===== src/inc/flash_sr_defs.vh =====
// Opcodes, status bit positions and timing counts for the status/latch block
`ifndef FLASH_SR_DEFS_VH
`define FLASH_SR_DEFS_VH

// Command opcodes
`define OP_LATCH_SET   8'h06
`define OP_LATCH_CLR   8'h04
`define OP_VOL_WEN     8'h50
`define OP_RD_LO       8'h05
`define OP_RD_HI       8'h35
`define OP_WR_SR       8'h01
`define OP_WR_SRH      8'h31
`define OP_WR_CFG      8'h11
`define OP_PAGE_PROG   8'h02
`define OP_SECT_ERASE  8'h20
`define OP_HALF_ERASE  8'h52
`define OP_BLK_ERASE   8'hD8
`define OP_CHIP_ERASE0 8'h60
`define OP_CHIP_ERASE1 8'hC7
`define OP_SUSPEND     8'h75
`define OP_RESUME      8'h7A
`define OP_RST_EN      8'h66
`define OP_RST         8'h99
`define OP_QUAD_ON     8'h38
`define OP_QUAD_OFF    8'hFF

// Status word bit positions
`define SB_WIP   0
`define SB_WEL   1
`define SB_BP_LO 2
`define SB_BP_HI 6
`define SB_PROTECT_MODE_LOW  7
`define SB_PROTECT_MODE_HIGH  8
`define SB_QE    9
`define SB_FAIL  10
`define SB_LB1   11
`define SB_LB3   13
`define SB_CMP   14
`define SB_SUS   15
`define SR_RESET 16'h0000

// Frame bit counts at which fields complete
`define CNT_OP   6'd8
`define CNT_D0   6'd16
`define CNT_D1   6'd24
`define CNT_ADDR 6'd32
`define CNT_SAT  6'd63

// Security register select on address bits 15:10
`define SEC_SEL1 6'b000100
`define SEC_SEL2 6'b001000
`define SEC_SEL3 6'b001100

// Register write cycle time, plain default in microseconds
`define MCLK_MHZ 40
`define TW_US    5000
`define TW_CYCLES (`TW_US * `MCLK_MHZ)

`endif


===== src/rtl/flash_status_write_latch.v =====
// Status word, write latch and command decode of a serial multi-line flash
`timescale 1ns/1ps
`include "flash_sr_defs.vh"
module flash_status_write_latch #(
    parameter        TW_CYCLES  = `TW_CYCLES,
    parameter [7:0]  OP_QPROG   = 8'h32,
    parameter [7:0]  OP_SEC_ERS = 8'h44,
    parameter [7:0]  OP_SEC_PRG = 8'h42
) (
    // Clock and reset
    input  wire        mclk,
    input  wire        resetn,
    // Serial pins
    input  wire        cs_n_pin,
    input  wire        sclk_pin,
    input  wire        hard_reset_n_pin,
    input  wire [3:0]  io_in,
    output wire [3:0]  io_out,
    output wire [3:0]  io_oe,
    // Program/erase engine
    output reg         pe_start,
    output reg  [7:0]  pe_opcode,
    output reg  [23:0] pe_addr,
    output reg         pe_suspend,
    output reg         pe_resume,
    output reg         pe_abort,
    input  wire        pe_done,
    input  wire        pe_fail,
    input  wire        target_protected,
    // Block state
    output wire [15:0] status_word,
    output wire        quad_pins_data,
    output wire        four_line_mode
);
    //////////////////////////////////////////////////////////////////////
    // Pin synchronisers and edges
    wire       cs_s;
    wire       sclk_s;
    wire       hrst_s;
    wire [3:0] io_s;
    reg        cs_d_r;
    reg        sclk_d_r;

    pin_sync #(.W(3), .RST_VAL(5)) u_ctl_sync (
        .mclk   (mclk),
        .resetn (resetn),
        .d      ({cs_n_pin, sclk_pin, hard_reset_n_pin}),
        .q      ({cs_s, sclk_s, hrst_s})
    );
    pin_sync #(.W(4), .RST_VAL(15)) u_io_sync (
        .mclk   (mclk),
        .resetn (resetn),
        .d      (io_in),
        .q      (io_s)
    );

    // Delayed copies for edge finding
    always @(posedge mclk or negedge resetn) begin
        if (!resetn) begin
            cs_d_r   <= 1'b1;
            sclk_d_r <= 1'b0;
        end else begin
            cs_d_r   <= cs_s;
            sclk_d_r <= sclk_s;
        end
    end
    wire cs_fall   = ~cs_s & cs_d_r;
    wire cs_rise   = cs_s & ~cs_d_r;
    wire sclk_rise = ~cs_s & sclk_s & ~sclk_d_r;
    wire sclk_fall = ~cs_s & ~sclk_s & sclk_d_r;

    //////////////////////////////////////////////////////////////////////
    // State
    reg [15:0] ctl_r;        // Active copy of writable bits
    reg [15:0] nv_r;         // Non-volatile copy
    reg        write_enable_latch_r;
    reg        vol_r;        // Volatile write armed
    reg        fail_r;
    reg        suspend_flag_r;
    reg        quad_r;       // Four-line command mode
    reg        rst_en_r;
    reg        pe_busy_r;
    reg [31:0] sh_r;
    reg [5:0]  cnt_r;
    reg [7:0]  op_r;
    reg [7:0]  d0_r;
    reg [7:0]  d1_r;
    reg [3:0]  so_r;

    wire       tw_busy;
    wire       tw_done;
    reg        tw_start;

    //////////////////////////////////////////////////////////////////////
    // Status word assembly
    // busy bit
    wire write_in_progress = tw_busy | (pe_busy_r & ~suspend_flag_r);
    assign status_word = {suspend_flag_r, ctl_r[14:11], fail_r, ctl_r[9:2],
                          write_enable_latch_r, write_in_progress};
    wire [4:0] bp_bits  = ctl_r[`SB_BP_HI:`SB_BP_LO];
    wire       cmp_bit  = ctl_r[`SB_CMP];
    wire       qe_bit   = ctl_r[`SB_QE];
    wire [1:0] srp_mode = {ctl_r[`SB_PROTECT_MODE_HIGH], ctl_r[`SB_PROTECT_MODE_LOW]};
    assign quad_pins_data = qe_bit;
    assign four_line_mode = quad_r;

    // register lock by mode and pin
    reg locked;
    always @* begin
        case (srp_mode)
            2'b00:   locked = 1'b0;
            // Pin is data while quad enabled, so it cannot lock
            2'b01:   locked = ~qe_bit & ~io_s[2];
            default: locked = 1'b1;
        endcase
    end

    //////////////////////////////////////////////////////////////////////
    // Receive shifter
    // nibble per clock in four-line mode, IO3 as top bit
    wire [31:0] sh_nxt  = quad_r ? {sh_r[27:0], io_s} : {sh_r[30:0], io_s[0]};
    wire [5:0]  step    = quad_r ? 6'd4 : 6'd1;
    wire [5:0]  cnt_nxt = (cnt_r >= 6'd60) ? `CNT_SAT : cnt_r + step;

    // Security register select and lock check
    // address decode
    wire        sec_hi0 = (pe_addr[22:16] == 7'h00);
    wire [5:0]  sec_sel = pe_addr[15:10];
    reg         sec_locked;
    always @* begin
        sec_locked = 1'b1;   // Unknown area is refused
        if (sec_hi0 && sec_sel == `SEC_SEL1)
            sec_locked = ctl_r[`SB_LB1];
        else if (sec_hi0 && sec_sel == `SEC_SEL2)
            sec_locked = ctl_r[`SB_LB1+1];
        else if (sec_hi0 && sec_sel == `SEC_SEL3)
            sec_locked = ctl_r[`SB_LB3];
    end

    //////////////////////////////////////////////////////////////////////
    // Frame-end decode
    wire is_rd    = (op_r == `OP_RD_LO) || (op_r == `OP_RD_HI);
    wire [7:0] rd_byte = (op_r == `OP_RD_HI) ? status_word[15:8] : status_word[7:0];
    wire is_chip  = (op_r == `OP_CHIP_ERASE0) || (op_r == `OP_CHIP_ERASE1);
    wire is_sec   = (op_r == OP_SEC_ERS) || (op_r == OP_SEC_PRG);
    wire is_addr  = (op_r == `OP_PAGE_PROG) || (op_r == OP_QPROG) ||
                    (op_r == `OP_SECT_ERASE) || (op_r == `OP_HALF_ERASE) ||
                    (op_r == `OP_BLK_ERASE) || is_sec;
    wire busy_any = tw_busy | pe_busy_r;
    wire op_end   = cs_rise && cnt_r == `CNT_OP;
    wire soft_rst = (op_end && op_r == `OP_RST && rst_en_r) || ~hrst_s;
    wire wr_sr    = cs_rise && ((op_r == `OP_WR_SR &&
                    (cnt_r == `CNT_D0 || cnt_r == `CNT_D1)) ||
                    (op_r == `OP_WR_SRH && cnt_r == `CNT_D0));
    wire wr_cfg   = cs_rise && op_r == `OP_WR_CFG && cnt_r == `CNT_D0;
    // write needs latch or volatile arm
    wire wr_ok    = (write_enable_latch_r | vol_r) & ~locked & ~busy_any;
    wire pe_req   = cs_rise && ((is_addr && cnt_r == `CNT_ADDR) ||
                    (is_chip && cnt_r == `CNT_OP));
    wire pe_ok    = write_enable_latch_r & ~busy_any & ~suspend_flag_r;
    // chip erase only with nothing protected
    wire pe_prot  = is_chip ? (bp_bits != 5'd0 || cmp_bit) :
                    is_sec  ? sec_locked : target_protected;

    cycle_timer #(.CW(18)) u_tw (
        .mclk   (mclk),
        .resetn (resetn),
        .start  (tw_start),
        .abort  (soft_rst),
        .load   (TW_CYCLES[17:0]),
        .busy   (tw_busy),
        .done   (tw_done)
    );

    // New register value from written bytes
    // lock bits only ever set
    wire [15:0] wr_val = {ctl_r[15], d1_r[6], ctl_r[13:11] | d1_r[5:3],
                          ctl_r[10], d1_r[1:0], d0_r[7:2], ctl_r[1:0]};
    wire        two_b  = (op_r == `OP_WR_SR && cnt_r == `CNT_D1);
    wire        hi_b   = (op_r == `OP_WR_SRH) || two_b;
    wire [15:0] wr_new = {hi_b ? wr_val[15:8] : ctl_r[15:8],
                          (op_r == `OP_WR_SRH) ? ctl_r[7:0] : wr_val[7:0]};
    // 31H carries its byte first, so take it from the low capture
    wire [15:0] wr_sel = (op_r == `OP_WR_SRH) ?
                         {ctl_r[15], d0_r[6], ctl_r[13:11] | d0_r[5:3],
                          ctl_r[10], d0_r[1:0], ctl_r[7:0]} : wr_new;

    //////////////////////////////////////////////////////////////////////
    // Main control process
    always @(posedge mclk or negedge resetn) begin
        if (!resetn) begin
            write_enable_latch_r <= 1'b0;
            ctl_r          <= `SR_RESET;
            nv_r           <= `SR_RESET;
            vol_r          <= 1'b0;
            fail_r         <= 1'b0;
            suspend_flag_r <= 1'b0;
            quad_r         <= 1'b0;
            rst_en_r       <= 1'b0;
            pe_busy_r      <= 1'b0;
            sh_r           <= 32'h0000_0000;
            cnt_r          <= 6'h00;
            op_r           <= 8'h00;
            d0_r           <= 8'h00;
            d1_r           <= 8'h00;
            so_r           <= 4'h0;
            tw_start       <= 1'b0;
            pe_start       <= 1'b0;
            pe_opcode      <= 8'h00;
            pe_addr        <= 24'h00_0000;
            pe_suspend     <= 1'b0;
            pe_resume      <= 1'b0;
            pe_abort       <= 1'b0;
        end else begin
            tw_start   <= 1'b0;
            pe_start   <= 1'b0;
            pe_suspend <= 1'b0;
            pe_resume  <= 1'b0;
            pe_abort   <= 1'b0;

            // Frame capture
            if (cs_fall) begin
                cnt_r <= 6'h00;
            end else if (sclk_rise) begin
                sh_r  <= sh_nxt;
                cnt_r <= cnt_nxt;
                if (cnt_nxt == `CNT_OP)
                    op_r <= sh_nxt[7:0];
                if (cnt_nxt == `CNT_D0)
                    d0_r <= sh_nxt[7:0];
                if (cnt_nxt == `CNT_D1)
                    d1_r <= sh_nxt[7:0];
                if (cnt_nxt == `CNT_ADDR)
                    pe_addr <= sh_nxt[23:0];
            end

            // read data on falling edge, MSB first
            if (sclk_fall && is_rd && cnt_r >= `CNT_OP) begin
                if (quad_r)
                    so_r <= cnt_r[2] ? rd_byte[3:0] : rd_byte[7:4];
                else
                    so_r <= {2'b00, rd_byte[~cnt_r[2:0]], 1'b0};
            end

            // Engine completion: clears latch and sets failure from result
            if (pe_done && pe_busy_r) begin
                pe_busy_r            <= 1'b0;
                fail_r               <= pe_fail;
                write_enable_latch_r <= 1'b0;
            end
            if (tw_done)
                write_enable_latch_r <= 1'b0;

            // Any frame other than a status read or volatile enable disarms it
            if (cs_rise && !is_rd)
                vol_r <= 1'b0;
            if (cs_rise)
                rst_en_r <= op_end && op_r == `OP_RST_EN;

            if (op_end && !busy_any) begin
                case (op_r)
                    `OP_LATCH_SET: write_enable_latch_r <= 1'b1;
                    `OP_VOL_WEN: begin
                        vol_r                <= 1'b1;
                        write_enable_latch_r <= 1'b0;
                    end
                    `OP_QUAD_ON:  quad_r <= 1'b1;
                    `OP_QUAD_OFF: quad_r <= 1'b0;
                    default: ;
                endcase
            end
            if (op_end && op_r == `OP_LATCH_CLR)
                write_enable_latch_r <= 1'b0;

            if (op_end && op_r == `OP_SUSPEND && pe_busy_r && !suspend_flag_r) begin
                suspend_flag_r <= 1'b1;
                pe_suspend     <= 1'b1;
            end
            if (op_end && op_r == `OP_RESUME && suspend_flag_r) begin
                suspend_flag_r <= 1'b0;
                pe_resume      <= 1'b1;
            end

            // volatile writes skip the timed cycle and keep lock bits
            // protect bits written only when unlocked
            if ((wr_sr || wr_cfg) && wr_ok) begin
                if (wr_sr)
                    ctl_r <= vol_r ? {wr_sel[15:14], ctl_r[13:11], wr_sel[10:0]} : wr_sel;
                if (vol_r) begin
                    write_enable_latch_r <= 1'b0;
                end else begin
                    if (wr_sr)
                        nv_r <= wr_sel;
                    tw_start <= 1'b1;
                end
            end

            // Program and erase launch
            if (pe_req && pe_ok) begin
                if (pe_prot) begin
                    fail_r               <= 1'b1;
                    write_enable_latch_r <= 1'b0;
                end else begin
                    pe_start  <= 1'b1;
                    pe_opcode <= op_r;
                    pe_busy_r <= 1'b1;
                end
            end

            // Soft or hard reset
            if (soft_rst) begin
                write_enable_latch_r <= 1'b0;
                vol_r                <= 1'b0;
                quad_r               <= 1'b0;
                suspend_flag_r       <= 1'b0;
                ctl_r <= (srp_mode == 2'b10) ?
                         {nv_r[15:9], 2'b10, nv_r[6:0]} : nv_r;
                if (pe_busy_r) begin
                    fail_r    <= 1'b1;
                    pe_busy_r <= 1'b0;
                    pe_abort  <= 1'b1;
                end
            end
        end
    end

    //////////////////////////////////////////////////////////////////////
    // Read byte and pin drive
    wire       rd_act  = ~cs_s && ~cs_fall && is_rd && cnt_r >= `CNT_OP;
    assign io_out = so_r;
    // Single line drives only IO1; four-line mode drives all
    assign io_oe  = rd_act ? (quad_r ? 4'hF : 4'h2) : 4'h0;
endmodule


===== src/rtl/pin_sync.v =====
// Two-flop synchroniser for a vector of pins
`timescale 1ns/1ps
module pin_sync #(
    parameter W       = 1,
    parameter RST_VAL = 0
) (
    // Clock and reset
    input  wire         mclk,
    input  wire         resetn,
    // Pins in, synchronised out
    input  wire [W-1:0] d,
    output wire [W-1:0] q
);
    genvar i;
    generate
        for (i = 0; i < W; i = i + 1) begin : g_bit
            reg meta_r;
            reg hold_r;
            // First flop feeds only the second
            always @(posedge mclk or negedge resetn) begin
                if (!resetn) begin
                    meta_r <= RST_VAL[i];
                    hold_r <= RST_VAL[i];
                end else begin
                    meta_r <= d[i];
                    hold_r <= meta_r;
                end
            end
            assign q[i] = hold_r;
        end
    endgenerate
endmodule


===== src/rtl/cycle_timer.v =====
// Self-timed busy counter for register write cycles
`timescale 1ns/1ps
module cycle_timer #(
    parameter CW = 18
) (
    // Clock and reset
    input  wire          mclk,
    input  wire          resetn,
    // Control
    input  wire          start,
    input  wire          abort,
    input  wire [CW-1:0] load,
    // Status
    output wire          busy,
    output reg           done
);
    reg [CW-1:0] cnt_r;

    // Countdown; done pulses once when it reaches zero
    always @(posedge mclk or negedge resetn) begin
        if (!resetn) begin
            cnt_r <= {CW{1'b0}};
            done  <= 1'b0;
        end else begin
            done <= 1'b0;
            if (abort) begin
                cnt_r <= {CW{1'b0}};
            end else if (start) begin
                cnt_r <= load;
            end else if (cnt_r != {CW{1'b0}}) begin
                cnt_r <= cnt_r - {{(CW-1){1'b0}}, 1'b1};
                done  <= (cnt_r == {{(CW-1){1'b0}}, 1'b1});
            end
        end
    end
    assign busy = (cnt_r != {CW{1'b0}});
endmodule


===== config.mk =====
export PLATFORM = sky130hd
export DESIGN_NAME = flash_status_write_latch
export DESIGN_NICKNAME = d
export VERILOG_FILES = /design/src/rtl/flash_status_write_latch.v /design/src/rtl/pin_sync.v /design/src/rtl/cycle_timer.v
export VERILOG_INCLUDE_DIRS = /design/src /design/src/inc
export SDC_FILE = /design/constraint.sdc
export NUM_CORES = 1
export LEC_CHECK = 0
export BUFFER_PORTS_ARGS = -buffer_cell sky130_fd_sc_hd__buf_4
export CORE_MARGIN = 2
export CORE_UTILIZATION = 45
export DETAILED_ROUTE_END_ITERATION = 8
export PLACE_DENSITY = 0.59
export SYNTH_ARGS = -nofsm -noshare
export SYNTH_HDL_FRONTEND = slang
export SYNTH_SLANG_ARGS = --single-unit

===== constraint.sdc =====
create_clock -name mclk -period 3.83 [get_ports mclk]
set_input_delay 0.383 -clock mclk [delete_from_list [all_inputs] [get_ports mclk]]
set_output_delay 0.383 -clock mclk [all_outputs]
set_load 0.05 [all_outputs]

==> flow_summary.yaml <==
synthesis:
  post_synth.cell_area_avg_um2: 10.33
  ys_seq_area_share_pct: 50.68
  synth_top_area_share_pct: 46.32
  yosysWarnings: 0
  synth-seq-cells: 158
  synth_nets: 776
  synthArstFlopShare_pct: 100.0
  yosys.area.top_type: "dfrtp_1"
  syn_inst: 758
  synth-edff-count: 0
  ys_types: 74
  synth_area_um2: 7834
  synth.area.top_cells: "dfrtp_1 (46%), mux2_2 (7.3%), dfstp_2 (4.4%)"
  ys.flop_type: "dfrtp_1"
clocking:
  cts_hold_buf: 0
  cts-root-buf: "clkbuf_16"
  clk_path_buf_depth: 2
  path_clk_slew_ns: 0.06
  cts_tree: "yes"
  cts_made_buffers: 17
  postCtsResizedCells: 0
  insertion_delay_ns: 0.43
  htree_levels: 4
  cts.sinks: 158
  post_cts_buffers: 0
cells_and_area:
  fill_cells: 1577
  area_delta_synth_final_pct: 17.27
  mostFrequentLayoutCell: "dfrtp_1"
  utilization_pct: 53.48
  final_cell_area_um2: 9186
  antenna_cells: 0
  layout_common_cells: "dfrtp_1 (145), buf_4 (86), nor2_1 (84), nand2_1 (68), mux2_2 (51)"
  final_cells: 1052
  drive_above_1_share_pct: 24.18
  layout.nets: 832
route:
  drt_pass1_iterations: 5
  routed_via_density: 5.692
  via_count: 5988
  routedWlPerCell_um: 18.51
  drc: 0
  drt-initial-drc-count: 505
  routed_wl_mm: 19.48
  ant_nets: 0
placement:
  hpwl_mm: 13.72
  io_buffer_count: 73
  gp_congestion: 0.8826
  dpl_cell_area_um2: 8533
  placed_cells: 1020
pwr:
  ir_worst_vdd_mv: 0.3009
  power.density_nw_per_um2: 418.5
  power.leakage_nw: 4.177
timing:
  rsz0062_at_grt: "false"
  relSlewSlack_pct: 35.79
  timing.hold.ws_ns: 0.05981
  finalSetupViolCount: 0
  finalCritPeriodShare_pct: 87.97
  clock_skew_ns: 0.01091
  fmax_mhz: 296.8
  fin_crit_ns: 3.369
  slew_viol_final: 0
  tightest_slew_ns: 0.9631
  hold_viol: 0
  fin_setup_tns_ns: 0
outcome:
  outcome: "completed"
critical_path:
  endpoint: "io_oe[2]"
  end_kind: "output pin"
  crit_type: "reg -> out"
  r2r-start: "four_line_mode"
  reg2regPathDepth: 8
  r2r_end: "op_r[3]"
  cp.required_ns: 3.45
  crit_arrival_ns: 2.99
  cp-startpoint: "op_r[3]"
  path_max_fanout: 10
  r2r_setup_slack_ns: 0.70
  cp-start-kind: "register"
global_routing:
  grt_pass1_vias: 5931
  overflow: 0
  grtUsageTotal_pct: 22.15
  antenna_found_initial: 0
  grt_pass1_wl_mm: 31.90
  grt_max_degree: 104
hold_path:
  hp-class: "in -> reg"
  whs_path_depth: 1
floorplanning:
  die_x_um: 135.9
  ios: 74
  core_um2: 17180
  fp.dieArea_um2: 18480
  num_rows: 48
  start_util_pct: 45.61
  die_h_um: 135.9
run:
  drv_cap: 0
==> kinds of logic after synthesis <==
group	share of synthesized area [%]
compound gates	11.29
xor+xnor	2.013
fa+ha+maj	0.9583
buf+inv	3.610
flops	50.68
mux	12.27
simple gates	19.18
==> critical path, cell delays in order, from the launching register on <==
cell	delay [ns]
dfrtp_1	0.48
nand4bb_1	0.43
nor4b_1	0.85
nand2_1	0.21
nor3_1	0.33
buf_4	0.27
==> Yosys cell counts, types with 4 or more instances <==
cell type and instances:
dfrtp_1 145, nor2_1 84, nand2_1 68, mux2_2 51, a21oi_1 48, o21ai_0 46, mux2i_1 33, clkbuf_1 29
nor3_1 18, nor4_1 16, dfstp_2 13, nand2b_1 11, nor2b_1 11, a31oi_1 10, inv_1 10, nand3_1 10
buf_4 9, or3_1 9, xnor2_1 9, xor2_1 9, or4_1 7, buf_2 6, ha_1 6, nand4_1 6
and3b_1 5, a22o_1 4, nand4b_1 4, nor4b_1 4, o211ai_1 4, o21a_1 4
==> area by class of cell <==
| cell class | count | area, um^2 | share of cell area, % |
|---|---|---|---|
| Clock buffer | 20 | 446.7 | 4.862 |
| Inverter | 10 | 37.54 | 0.4086 |
| Clock inverter | 12 | 206.4 | 2.247 |
| Tap cell | 225 | 281.5 | 3.065 |
| Timing Repair Buffer | 87 | 656.9 | 7.151 |
| Multi-Input combinational cell | 540 | 3587 | 39.05 |
| Sequential cell | 158 | 3970 | 43.22 |
==> state kept, by name, indices dropped and copies added, names as in the netlist, 4 cells and up <==
signal                  count
pe_addr                    24
sh_r                       23
u_tw.cnt_r                 18
ctl_r                      12
nv_r                       12
d0_r                        8
op_r                        8
pe_opcode                   8
cnt_r                       6
d1_r                        6
io_out                      4
u_io_sync.g_bit.hold_r      4
u_io_sync.g_bit.meta_r      4
==> how the worst min path moves through the flow <==
stage	from	end
floorplan	resetn	cnt_r[0]
global placement	u_ctl_sync.g_bit[1].meta_r	u_ctl_sync.g_bit[1].hold_r
global route	cs_n_pin	u_ctl_sync.g_bit[2].meta_r
finish	cs_n_pin	u_ctl_sync.g_bit[2].meta_r
CTS	io_in[0]	u_io_sync.g_bit[0].meta_r
detailed placement	u_ctl_sync.g_bit[1].meta_r	u_ctl_sync.g_bit[1].hold_r
==> metrics by stage <==
stage	power, mW	setup WS, ns
2_1_floorplan	1.882	0.1310
4_1_cts	3.878	0.5183
3_3_place_gp	1.986	0.8068
5_1_grt	3.972	0.3052
3_5_place_dp	1.991	0.7128
6_report	3.844	0.4608
==> power breakdown <==
group | internal [mW] | leakage [nW] | total [mW] | switching (mW)
Combinational | 0.0681 | 1.73 | 0.208 | 0.139
Sequential | 1.71 | 2.13 | 1.75 | 0.0475
Clock | 1.18 | 0.321 | 1.88 | 0.701
==> routing by layer <==
metal	global-route usage, %	part of all wire [%]	vias to the layer above
met2	34.54	47	170
met3	4.437	4.9	22
met4	7.292	1.7	0
li1	-	-	2822
met1	31.08	46	2974
met5	0	0	-
Power figures use the tool's default switching activity.
